$ cat src/scm_pkg.sv
// Package for the signal conflict fault monitor: register map, field
// layouts, reset values, timing constants and carrier types.
// Assumes a 200 MHz mclk and a synchronous active-high reset.
package scm_pkg;

  // ----------------------------------------------------------------
  // Sizes
  // ----------------------------------------------------------------
  localparam int unsigned NUM_CH    = 18;
  localparam int unsigned NUM_PHASE = 4;

  // ----------------------------------------------------------------
  // Register byte offsets
  // ----------------------------------------------------------------
  localparam logic [7:0] OFS_CTRL     = 8'h00;
  localparam logic [7:0] OFS_REDEN    = 8'h04;
  localparam logic [7:0] OFS_DUALEN   = 8'h08;
  localparam logic [7:0] OFS_CLREN    = 8'h0C;
  localparam logic [7:0] OFS_YINH     = 8'h10;
  localparam logic [7:0] OFS_STATUS   = 8'h14;
  localparam logic [7:0] OFS_FAULTCH  = 8'h18;
  localparam logic [7:0] OFS_LAMPS    = 8'h1C;

  // ----------------------------------------------------------------
  // Reset values
  // ----------------------------------------------------------------
  localparam logic [9:0]  CTRL_RST  = 10'h000;
  localparam logic [17:0] CHEN_RST  = 18'h0_0000;

  // ----------------------------------------------------------------
  // Status bit positions
  // ----------------------------------------------------------------
  localparam int unsigned ST_REDFAIL   = 0;
  localparam int unsigned ST_CLEAR     = 1;
  localparam int unsigned ST_DUAL      = 2;
  localparam int unsigned ST_CONFIG    = 3;
  localparam int unsigned ST_WDT       = 4;
  localparam int unsigned ST_CABLE     = 5;
  localparam int unsigned ST_FLASHRATE = 6;
  localparam int unsigned ST_BROWN     = 7;
  localparam int unsigned ST_FLASHIVL  = 8;
  localparam int unsigned ST_TRIGGERED = 9;
  localparam int unsigned NUM_ST       = 10;

  // ----------------------------------------------------------------
  // Timing, in ms, and watchdog transition count; the tick is derived from the clock period
  // ----------------------------------------------------------------
  localparam int unsigned CLK_PERIOD_NS = 5;
  localparam int unsigned MS_NS         = 1_000_000;
  localparam int unsigned TICK_CYCLES   = MS_NS / CLK_PERIOD_NS;
  localparam logic [9:0]  LAMP_ON_MS    = 10'd500;
  localparam logic [9:0]  AUX_ON_MS     = 10'd550;
  localparam logic [11:0] REDFAIL_A_MS  = 12'd1000;
  localparam logic [11:0] REDFAIL_B_MS  = 12'd1500;
  localparam logic [11:0] YEL_MIN_MS    = 12'd2700;
  localparam logic [11:0] DUAL_MS       = 12'd500;
  localparam logic [11:0] FLASHRATE_MS  = 12'd1600;
  localparam logic [11:0] CFG_HOLD_MS   = 12'd3000;
  localparam logic [13:0] IVL_MIN_MS    = 14'd6000;
  localparam logic [13:0] WDT_LIMIT_MS  = 14'd10000;
  localparam logic [13:0] IVL_MAX_MS    = 14'd16000;
  localparam logic [8:0]  BLINK4_MS     = 9'd125;
  localparam logic [8:0]  BLINK2_MS     = 9'd250;
  localparam logic [2:0]  WD_TRANS_MIN  = 3'd5;

  // ----------------------------------------------------------------
  // Types
  // ----------------------------------------------------------------
  typedef enum logic [1:0] {FLASH_IVL, RUN, BROWN} scm_mode_type;

  typedef struct packed {
    logic [17:0] green;
    logic [17:0] yellow;
    logic [17:0] red;
  } scm_lamp_type;

  typedef struct packed {
    logic       relayInvert;    // 9
    logic       flashRateOff;   // 8
    logic [3:0] phaseSel;       // 7:4
    logic       reserved;       // 3
    logic       compactMode;    // 2
    logic       gyDualEn;       // 1
    logic       slowController; // 0
  } scm_ctrl_type;

endpackage

$ cat src/scm_monitor.sv
// Signal conflict fault monitor: input qualification, fault latching,
// flash interval and APB register slave.
// Assumes lamp, gate and switch inputs are digital levels synchronous
// to mclk, already sensed by the analog front end.
//
// Overview of operation
// - Jumper inverts relay-common active sense
// - Red cable removal latches fault, forces flash
// - Either inhibit active disables only red-fail
// - Inhibit active after 550 ms high
// - Red on after 500 ms presence
// - Green, yellow on after 500 ms presence
// - Faults except config latch until front or remote reset
// - Red fail after 1000 or 1500 ms
// - Red fail needs enable, gate, no inhibit
// - Yellow after green must last 2.7 s
// - Clearance check gated by enable, inhibit, gate
// - Dual indication over 500 ms triggers
// - Dual checks per channel and global GY
// - Config compared with stored copy, flashes card
// - Config fault cleared by 3 s front hold
// - Brown-out forces flash, power LED blinks 2 Hz
// - Fault mode survives power interruption
// - Flash interval 6-16 s, checks suspended, 4 Hz
// - Interval ends after 5 watchdog transitions
// - No 5 transitions in 10 s: watchdog fault
// - Arrow pair mode and phase selection
//
// Local design decisions: the APB register port and the placing of the registers.
`timescale 1ns/1ps
module scm_monitor #(
  parameter int unsigned TICK_DIV = scm_pkg::TICK_CYCLES   // mclk cycles per ms
) (
  input  wire logic                 mclk,          // 200 MHz clock
  input  wire logic                 rst,           // Sync reset, high
  input  wire logic [7:0]           paddr,         // APB address
  input  wire logic                 psel,          // APB select
  input  wire logic                 penable,       // APB enable
  input  wire logic                 pwrite,        // APB write
  input  wire logic [31:0]          pwdata,        // APB write data
  output logic      [31:0]          prdata,        // APB read data
  output logic                      pready,        // APB ready
  output logic                      pslverr,       // APB error
  input  wire scm_pkg::scm_lamp_type lamps,        // Field lamp levels
  input  wire logic [1:0]           auxInhibit,    // Inhibit inputs
  input  wire logic                 redGate,       // Red-monitor gate
  input  wire logic                 relay_common_input, // Relay common level
  input  wire logic                 red_interface_cable, // High while cable seated
  input  wire logic                 watchdog,      // Controller watchdog
  input  wire logic                 lineAboveRestore, // Line over restore level
  input  wire logic                 lineBelowDropout, // Line under drop-out
  input  wire logic                 frontReset,    // Front-panel button
  input  wire logic                 remoteReset,   // External remote reset
  output logic                      faultFlash,    // High: relay to flash
  output logic                      powerLed,      // AC power indicator
  output logic                      cardLed,       // Program card indicator
  output logic [scm_pkg::NUM_ST-1:0] faultLeds,    // Fault indicators
  output logic [17:0]               faultChan      // Channels involved
);

  // ----------------------------------------------------------------
  // Millisecond tick
  // ----------------------------------------------------------------
  logic [17:0] divCnt;
  logic        tick;
  wire         divEnd = (divCnt == 18'(TICK_DIV - 1));

  always_ff @(posedge mclk) begin
    if (rst) begin
      divCnt <= 18'h0_0000;
      tick   <= 1'b0;
    end else begin
      divCnt <= divEnd ? 18'h0_0000 : divCnt + 18'h0_0001;
      tick   <= divEnd;
    end
  end

  // ----------------------------------------------------------------
  // Registers
  // ----------------------------------------------------------------
  scm_pkg::scm_ctrl_type ctrl;
  logic [17:0] redEn, dualEn, clrEn, yelInh;
  logic [81:0] cfgStored;
  logic [scm_pkg::NUM_ST-1:0] status;

  wire        setup   = psel && !penable;
  wire        wrAcc   = psel && penable && pwrite && pready;
  wire        hitCtrl = (paddr == scm_pkg::OFS_CTRL);
  wire        hitRed  = (paddr == scm_pkg::OFS_REDEN);
  wire        hitDual = (paddr == scm_pkg::OFS_DUALEN);
  wire        hitClr  = (paddr == scm_pkg::OFS_CLREN);
  wire        hitYinh = (paddr == scm_pkg::OFS_YINH);
  wire        hitSt   = (paddr == scm_pkg::OFS_STATUS);
  wire        hitFch  = (paddr == scm_pkg::OFS_FAULTCH);
  wire        hitLmp  = (paddr == scm_pkg::OFS_LAMPS);
  wire        mapped  = hitCtrl | hitRed | hitDual | hitClr | hitYinh | hitSt | hitFch | hitLmp;
  logic [53:0] lampQ;
  wire [31:0] rdMux =
      hitCtrl ? {22'h00_0000, ctrl} :
      hitRed  ? {14'h0000, redEn} :
      hitDual ? {14'h0000, dualEn} :
      hitClr  ? {14'h0000, clrEn} :
      hitYinh ? {14'h0000, yelInh} :
      hitSt   ? {22'h00_0000, status} :
      hitFch  ? {14'h0000, faultChan} :
      hitLmp  ? {14'h0000, lampQ[17:0] | lampQ[35:18] | lampQ[53:36]} :
      32'h0000_0000;

  always_ff @(posedge mclk) begin
    if (rst) begin
      pready  <= 1'b0;
      pslverr <= 1'b0;
      prdata  <= 32'h0000_0000;
    end else begin
      pready  <= setup;
      pslverr <= setup && !mapped;
      prdata  <= (setup && !pwrite) ? rdMux : 32'h0000_0000;
    end
  end

  always_ff @(posedge mclk) begin
    if (rst) begin
      ctrl   <= scm_pkg::scm_ctrl_type'(scm_pkg::CTRL_RST);
      redEn  <= scm_pkg::CHEN_RST;
      dualEn <= scm_pkg::CHEN_RST;
      clrEn  <= scm_pkg::CHEN_RST;
      yelInh <= scm_pkg::CHEN_RST;
    end else if (wrAcc) begin
      if (hitCtrl) ctrl   <= scm_pkg::scm_ctrl_type'(pwdata[9:0]);
      if (hitRed)  redEn  <= pwdata[17:0];
      if (hitDual) dualEn <= pwdata[17:0];
      if (hitClr)  clrEn  <= pwdata[17:0];
      if (hitYinh) yelInh <= pwdata[17:0];
    end
  end

  // ----------------------------------------------------------------
  // Input qualification
  // ----------------------------------------------------------------
  // Index 0..53 lamps, 54..55 inhibits, 56 red gate
  wire  [56:0] rawIn = {redGate, auxInhibit, lamps};
  logic [56:0] qual;

  genvar gq;
  generate
    for (gq = 0; gq < 57; gq++) begin : g_qual
      localparam logic [9:0] THR = (gq == 54 || gq == 55) ? scm_pkg::AUX_ON_MS
                                                          : scm_pkg::LAMP_ON_MS;
      logic [9:0] cnt;
      always_ff @(posedge mclk) begin
        if (rst) begin
          cnt         <= 10'h000;
          qual[gq]    <= 1'b0;
        end else if (!rawIn[gq]) begin
          // absence drops, short pulse holds state
          cnt         <= 10'h000;
          qual[gq]    <= 1'b0;
        end else if (tick && cnt != THR) begin
          cnt         <= cnt + 10'h001;
        end else if (cnt == THR) begin
          qual[gq]    <= 1'b1;
        end
      end
    end
  endgenerate

  assign lampQ = qual[53:0];
  wire [17:0] redQ = qual[17:0];
  wire [17:0] yelQ = qual[35:18];
  wire [17:0] grnQ = qual[53:36];
  wire inhibit = qual[54] | qual[55];
  wire gateOn  = qual[56];
  wire relayActive = ctrl.relayInvert ? !relay_common_input : relay_common_input;

  // ----------------------------------------------------------------
  // Operating mode and flash interval
  // ----------------------------------------------------------------
  scm_pkg::scm_mode_type mode;
  logic [13:0] ivlMs;
  logic [2:0]  wdTrans;
  logic        wdPrev;
  wire         running = (mode == scm_pkg::RUN);
  wire         wdEdge  = (watchdog != wdPrev) && (wdTrans != scm_pkg::WD_TRANS_MIN);
  // minimum time, transitions and line good
  wire         ivlDone = (ivlMs >= scm_pkg::IVL_MIN_MS) && (wdTrans == scm_pkg::WD_TRANS_MIN)
                         && lineAboveRestore;
  wire         wdtTrip = (mode == scm_pkg::FLASH_IVL) && (ivlMs == scm_pkg::WDT_LIMIT_MS)
                         && (wdTrans != scm_pkg::WD_TRANS_MIN);

  always_ff @(posedge mclk) begin
    if (rst) begin
      mode    <= scm_pkg::FLASH_IVL;
      ivlMs   <= 14'h0000;
      wdTrans <= 3'h0;
      wdPrev  <= 1'b0;
    end else begin
      wdPrev <= watchdog;
      case (mode)
        scm_pkg::FLASH_IVL: begin
          if (wdEdge) wdTrans <= wdTrans + 3'h1;
          if (tick && ivlMs != scm_pkg::IVL_MAX_MS) ivlMs <= ivlMs + 14'h0001;
          if (lineBelowDropout) begin
            mode <= scm_pkg::BROWN;
          end else if (ivlDone || (ivlMs == scm_pkg::IVL_MAX_MS && lineAboveRestore)) begin
            mode <= scm_pkg::RUN;
          end
        end
        scm_pkg::RUN: begin
          if (lineBelowDropout) mode <= scm_pkg::BROWN;
        end
        scm_pkg::BROWN: begin
          if (lineAboveRestore) begin
            mode    <= scm_pkg::FLASH_IVL;
            ivlMs   <= 14'h0000;
            wdTrans <= 3'h0;
          end
        end
        default: mode <= scm_pkg::FLASH_IVL;
      endcase
    end
  end

  // ----------------------------------------------------------------
  // Per-channel checks
  // ----------------------------------------------------------------
  // common gating
  wire  chkOn   = running && gateOn && !relayActive;
  wire  [11:0] redLimit = ctrl.slowController ? scm_pkg::REDFAIL_B_MS : scm_pkg::REDFAIL_A_MS;
  logic [17:0] redTrip, clrTrip, dualTrip;

  genvar gc;
  generate
    for (gc = 0; gc < 18; gc++) begin : g_chan
      logic [11:0] redMs, yelMs, dualMs;
      logic        greenSeen, yelTiming;
      wire noneOn  = !redQ[gc] && !yelQ[gc] && !grnQ[gc];
      wire redChk  = chkOn && !inhibit && redEn[gc] && noneOn;
      wire clrChk  = chkOn && clrEn[gc] && !yelInh[gc];
      wire twoOn   = (dualEn[gc] && (redQ[gc] + yelQ[gc] + grnQ[gc] >= 2'd2))
                   || (ctrl.gyDualEn && yelQ[gc] && grnQ[gc]);
      wire dualChk = chkOn && twoOn;
      always_ff @(posedge mclk) begin
        if (rst) begin
          redMs       <= 12'h000;
          yelMs       <= 12'h000;
          dualMs      <= 12'h000;
          greenSeen   <= 1'b0;
          yelTiming   <= 1'b0;
          redTrip[gc] <= 1'b0;
          clrTrip[gc] <= 1'b0;
          dualTrip[gc]<= 1'b0;
        end else begin
          redMs       <= !redChk ? 12'h000 : (tick ? redMs + 12'h001 : redMs);
          redTrip[gc] <= redChk && (redMs >= redLimit);
          dualMs       <= !dualChk ? 12'h000 : (tick ? dualMs + 12'h001 : dualMs);
          dualTrip[gc] <= dualChk && (dualMs >= scm_pkg::DUAL_MS);
          // yellow must follow green long enough
          clrTrip[gc] <= 1'b0;
          if (!clrChk) begin
            greenSeen <= 1'b0;
            yelTiming <= 1'b0;
            yelMs     <= 12'h000;
          end else if (grnQ[gc]) begin
            greenSeen <= 1'b1;
            yelTiming <= 1'b0;
            yelMs     <= 12'h000;
          end else if (greenSeen && yelQ[gc]) begin
            yelTiming <= 1'b1;
            if (tick && yelMs != scm_pkg::YEL_MIN_MS) yelMs <= yelMs + 12'h001;
            if (yelMs == scm_pkg::YEL_MIN_MS) greenSeen <= 1'b0;
          end else if (greenSeen && (yelTiming || redQ[gc])) begin
            clrTrip[gc] <= 1'b1;
            greenSeen   <= 1'b0;
            yelTiming   <= 1'b0;
          end
        end
      end
    end
  endgenerate

  // ----------------------------------------------------------------
  // Arrow pair flash-rate check
  // ----------------------------------------------------------------
  logic [3:0] rateTrip;
  genvar gp;
  generate
    for (gp = 0; gp < 4; gp++) begin : g_arrow
      localparam int unsigned STD_CH = 8 + gp;
      localparam int unsigned CMP_CH = 2 * gp;
      logic [11:0] onMs;
      wire fyaOn = ctrl.compactMode ? lamps.green[CMP_CH] : lamps.green[STD_CH];
      wire rateChk = running && ctrl.phaseSel[gp] && !ctrl.flashRateOff && fyaOn;
      always_ff @(posedge mclk) begin
        if (rst) begin
          onMs         <= 12'h000;
          rateTrip[gp] <= 1'b0;
        end else begin
          onMs         <= !rateChk ? 12'h000 : (tick ? onMs + 12'h001 : onMs);
          rateTrip[gp] <= rateChk && (onMs >= scm_pkg::FLASHRATE_MS);
        end
      end
    end
  endgenerate

  // ----------------------------------------------------------------
  // Fault latches, resets and indicators
  // ----------------------------------------------------------------
  logic [11:0] holdMs;
  logic        frontPrev;
  logic [8:0]  blinkMs;
  logic        blink4, blink2;
  // Every switch and option register takes part in the comparison
  wire  [81:0] cfgCur   = {ctrl, redEn, dualEn, clrEn, yelInh};
  wire         cfgDiff  = (cfgStored != cfgCur);
  wire         frontHit = frontReset && !frontPrev;
  wire         clrFault = frontHit || remoteReset;
  wire         cfgClear = frontReset && (holdMs == scm_pkg::CFG_HOLD_MS);
  wire         anyLatched = |status[scm_pkg::ST_FLASHRATE:scm_pkg::ST_REDFAIL];

  always_ff @(posedge mclk) begin
    if (rst) begin
      frontPrev <= 1'b0;
      holdMs    <= 12'h000;
      cfgStored <= '0;
      status    <= '0;
      faultChan <= 18'h0_0000;
    end else begin
      frontPrev <= frontReset;
      holdMs    <= !frontReset ? 12'h000
                 : ((tick && holdMs != scm_pkg::CFG_HOLD_MS) ? holdMs + 12'h001 : holdMs);
      // copy stored at power-up and reset
      if (mode == scm_pkg::FLASH_IVL && ivlMs == 14'h0000 && !status[scm_pkg::ST_CONFIG])
        cfgStored <= cfgCur;
      else if (cfgClear)
        cfgStored <= cfgCur;
      if (clrFault) begin
        // Events in the clearing cycle still latch
        status[scm_pkg::ST_FLASHRATE:scm_pkg::ST_REDFAIL] <=
          {|rateTrip, 1'b0, wdtTrip, status[scm_pkg::ST_CONFIG], |dualTrip, |clrTrip, |redTrip};
        faultChan <= redTrip | clrTrip | dualTrip;
      end else begin
        if (|redTrip)  status[scm_pkg::ST_REDFAIL] <= 1'b1;
        if (|clrTrip)  status[scm_pkg::ST_CLEAR]   <= 1'b1;
        if (|dualTrip) status[scm_pkg::ST_DUAL]    <= 1'b1;
        if (|rateTrip) status[scm_pkg::ST_FLASHRATE] <= 1'b1;
        if (wdtTrip)   status[scm_pkg::ST_WDT]     <= 1'b1;
        faultChan <= faultChan | redTrip | clrTrip | dualTrip;
      end
      if (!red_interface_cable)
        status[scm_pkg::ST_CABLE] <= 1'b1;
      else if (clrFault)
        status[scm_pkg::ST_CABLE] <= 1'b0;
      // only the long hold clears it
      if (cfgDiff && !cfgClear)
        status[scm_pkg::ST_CONFIG] <= 1'b1;
      else if (cfgClear)
        status[scm_pkg::ST_CONFIG] <= 1'b0;
      status[scm_pkg::ST_BROWN]     <= (mode == scm_pkg::BROWN);
      status[scm_pkg::ST_FLASHIVL]  <= (mode == scm_pkg::FLASH_IVL);
      status[scm_pkg::ST_TRIGGERED] <= anyLatched;
    end
  end

  always_ff @(posedge mclk) begin
    if (rst) begin
      blinkMs    <= 9'h000;
      blink4     <= 1'b0;
      blink2     <= 1'b0;
      faultFlash <= 1'b1;
      powerLed   <= 1'b0;
      cardLed    <= 1'b0;
      faultLeds  <= '0;
    end else begin
      if (tick) begin
        blinkMs <= (blinkMs == scm_pkg::BLINK2_MS - 9'h001) ? 9'h000 : blinkMs + 9'h001;
        if (blinkMs == scm_pkg::BLINK4_MS - 9'h001 || blinkMs == scm_pkg::BLINK2_MS - 9'h001)
          blink4 <= !blink4;
        if (blinkMs == scm_pkg::BLINK2_MS - 9'h001)
          blink2 <= !blink2;
      end
      // relay to flash outside normal run
      faultFlash <= !running || anyLatched;
      powerLed   <= (mode == scm_pkg::RUN) ? 1'b1
                  : (mode == scm_pkg::BROWN) ? blink2 : blink4;
      cardLed    <= status[scm_pkg::ST_CONFIG] && blink2;
      faultLeds  <= status;
    end
  end

endmodule // scm_monitor

$ cat config.mk
export PLATFORM = sky130hd
export DESIGN_NAME = scm_monitor
export DESIGN_NICKNAME = d
export VERILOG_FILES = /design/src/scm_pkg.sv /design/src/scm_monitor.sv
export SDC_FILE = /design/constraint.sdc
export NUM_CORES = 2
export LEC_CHECK = 0
export BUFFER_PORTS_ARGS = -buffer_cell sky130_fd_sc_hd__buf_4
export CAP_MARGIN = 40
export CORE_MARGIN = 3
export CORE_UTILIZATION = 44
export DETAILED_ROUTE_END_ITERATION = 8
export GPL_TIMING_DRIVEN = 0
export SYNTH_ARGS = -nofsm -noshare
export SYNTH_HDL_FRONTEND = slang
export SYNTH_SLANG_ARGS = --single-unit
export TNS_END_PERCENT = 5
$ cat constraint.sdc
create_clock -name mclk -period 3.4 [get_ports mclk]
set_input_delay 0.17 -clock mclk [delete_from_list [all_inputs] [get_ports mclk]]
set_output_delay 0.17 -clock mclk [all_outputs]
set_load 0.03 [all_outputs]
==> flow_metrics.tcl <==
set metrics [dict create \
    hold_path.startpoint "paddr[4]" \
    grt_antenna_before_repair 24 \
    cts.sinks 1705 \
    slew_viol_final 0 \
    portion_of_synthesized_cell_area_occupied_by_the_leading_cell_type_pct 44.2 \
    final-setup-viol-count 0 \
    clk_latency_ns 0.82 \
    place.port_buffers 143 \
    cts.root.buffer_cell "clkbuf_16" \
    totalPowerFinal_mw 41.2 \
    timing.critical_path.slowest_stage_cell "clkbuf_1" \
    area_delta_synth_final_pct 15.0 \
    nets 9795 \
    drive_gt1_share_pct 6.64 \
    floorplan.die.width_um 425 \
    gp_congestion 0.996 \
    dp_cells 11385 \
    rows 153 \
    netlist_instances 8872 \
    grt_start_max_net_pins 58 \
    fin_ws_ns 0.152 \
    final.setup_skew_ns 0.0464 \
    synth_area_leaders "dfxtp_1 44%, xor2_1 8.9%, nor2_1 7.8%, ha_1 5.6%, xnor2_1 4.4%" \
    worst-slew-pin-transition_ns 0.943 \
    post-route-min-period_ns 3.25 \
    worst_r2r_path_depth 7 \
    final-instance-count-excl-fill 11827 \
    grt_overflow_total 0 \
    drt_wl_total_mm 213 \
    clk_pin_slew_worst_paths_ns 0.06 \
    cts-root-to-sink-buffers 3 \
    worst_r2r_endpoint "g_chan[16].redMs[1]" \
    synth.cell_area_sq_um 77300 \
    status "completed" \
    crit_required_ns 4.07 \
    hold_path_stages 4 \
    drt_pass1_iterations 6 \
    async_reset_ff_share_pct 0 \
    layout.core_utilization_pct 51.0 \
    mean_cell_area_of_the_mapped_netlist_sq_um 8.71 \
    layout_worst_path_cycle_share_pct 95.5 \
    hold_path_class "in -> reg" \
    wire_length_of_the_first_global_routing_pass_mm 331 \
    cap_violations 0 \
    synth_sequential_area_ratio_pct 44.2 \
    coreArea_sq_um 174000 \
    first_global_vias 58715 \
    power_leakage_nw 30.9 \
    synthFlopType "dfxtp_1" \
    antenna_violating_nets_post_route 0 \
    final_common_cell "dfxtp_1" \
    initial_core_utilization_pct 44.4 \
    timing.fmax_mhz 308 \
    cts.htree.levels 4 \
    final_area_sq_um 88900 \
    cp-end-kind "flop" \
    fp.dieH_um 425 \
    synth_largest_area_cell "dfxtp_1" \
    hold_slack_final_ns 0.114 \
    timing.hold.worst_endpoint "prdata[17]" \
    detail_route.drc_violations 0 \
    slew-limit-headroom_pct 36.6 \
    cts_tree "done" \
    post_drt_wl_per_cell_um 18.0 \
    yosys_warnings 0 \
    n_fill_cell 16334 \
    max-vdd-ir-drop_uv 476 \
    cts_made_buffers 182 \
    critical_path_max_stage_delay_ns 0.61 \
    grt_setup_unrepaired "yes" \
    die-area_sq_um 181000 \
    fin_tns_setup_ns 0 \
    synth.distinct_cells 82 \
    worstReg2RegStart "tick" \
    power.density_cell_area_nw_per_um2 464 \
    synth-edff-count 0 \
    postSynthRegisterBits 1705 \
    global_route_usage_sum_pct 23.2 \
    crit_path_max_fanout 12 \
    path_class "reg -> reg" \
    place_worst_setup_slack_ns -0.0351 \
    rrSetupSlack_ns 0.15 \
    cp_cell_sequence "buf_2, clkbuf_1, buf_4, buf_2, buf_2, mux2i_1, nor2_1" \
    worst_ep_arrival_time_ns 3.92 \
    place_area_sq_um 81700 \
    critical_path.most_common_cell "buf_2" \
    report.final.hold_viol_count 0 \
    drt-vias-per-instance 5.22 \
    dpl.hpwl_mm 159 \
    ioPinCount 174 \
    most-common-layout-cells "1704 x dfxtp_1, 1605 x nor2_1, 786 x xor2_1" \
    crit_path_start_kind "flop" \
    detailroute.via_count 61702 \
    detail_route.iter0.violations 4077 \
]
-- synthesized netlist by cell type, types with 15 or more instances --
master     number
dfxtp_1      1705
nor2_1       1605
xor2_1        786
nand2_1       779
a21oi_1       420
nand4_1       397
xnor2_1       390
inv_1         381
ha_1          348
clkbuf_1      244
nand3_1       237
and3_1        218
o21ai_0       149
and4_1        119
mux2i_1       118
nor3_1        102
nand2b_1      101
or3_1          97
and2_1         63
buf_2          57
nor3b_1        45
nor4_1         43
nor2b_1        32
a2111oi_0      31
nor4b_1        24
a22oi_1        23
o2111ai_1      23
a211oi_1       19
o21a_1         19
buf_4          18
nor4bb_1       18
o211ai_1       17
or4_1          15
-- repair_timing --
item                       CTS  global route
hold endpoints to repair   690             0
buffers inserted             0             0
resized for setup            1             1
setup endpoints to repair   10             9
hold buffers                92             0
-- worst max path at each step --
stage	startpoint	endpoint	slack, ns	depth (start not counted)
6_report	tick	g_chan[16].redMs[1]	0.15	7
5_1_grt	tick	g_qual[49].cnt[7]	-0.02	8
4_1_cts	tick	g_arrow[3].onMs[3]	0.01	8
3_5_place_dp	tick	g_chan[13].dualMs[1]	-0.04	7
3_3_place_gp	cfgCur[72]	redTrip[5]	-2.70	7
2_1_floorplan	cfgCur[72]	redTrip[0]	0.06	7
-- layer usage --
layer  GRT usage (%)  part of all wire [%]  vias to the layer above
li1                -                     -                    30786
met1            29.9                    44                    29229
met2            38.1                    46                     1239
met3            3.15                   4.7                      444
met4            11.2                   5.6                        4
met5               0                 0.013                        -
-- worst max-delay path: cells and delay by family, from the launching register on --
family / cells / cell delay, ns
AND/OR/NAND/NOR: 1 / 0.05
buffers and inverters: 5 / 2.38
multiplexers: 1 / 0.26
flip-flops: 1 / 0.36
-- report_power, final --
| group | switching [mW] | total (mW) | leakage (nW) | internal (mW) |
|---|---|---|---|---|
| combinational | 0.493 | 0.740 | 14.1 | 0.248 |
| clock | 8.39 | 20.4 | 3.05 | 12.1 |
| sequential | 0.0121 | 20.0 | 13.7 | 20.0 |
-- sequential cells by signal, summed over array words and instances (netlist names), 12 cells and up --
register,count
holdMs,12
redEn,18
g_chan.greenSeen,18
yelInh,18
lampQ,36
grnQ,18
g_chan.redMs,216
ivlMs,14
divCnt,18
clrEn,18
faultChan,18
g_chan.yelTiming,18
g_arrow.onMs,48
g_chan.yelMs,216
cfgStored,82
g_qual.cnt,570
prdata,18
g_chan.dualMs,216
clrTrip,18
redTrip,18
dualTrip,18
dualEn,18
-- area by class of cell --
class                      count  area (sq um)  share of cell area, %
multi-input combinational   6456         40200                   45.3
sequential                  1705         34100                   38.4
clock buffer                 270          5390                   6.07
tap                         2325          2910                   3.27
timing repair buffer         269          2340                   2.63
buffer                       343          1550                   1.74
inverter                     381          1430                   1.61
clock inverter                59           811                  0.912
antenna                       19          47.5                 0.0535
-- cells by family after synthesis --
| logic type | Yosys count | synth area share, % |
|---|---|---|
| DFF | 1705 | 44.2 |
| xor gates and xnor gates | 1176 | 13.3 |
| and+or+nand+nor | 3976 | 25.0 |
| other | 1 | 0.00485 |
| muxes | 129 | 1.69 |
| buffers and inverters | 724 | 3.85 |
| AOI/OAI and AO/OA | 813 | 6.30 |
| adders and majority gates | 348 | 5.63 |
Power figures use the tool's default switching activity.
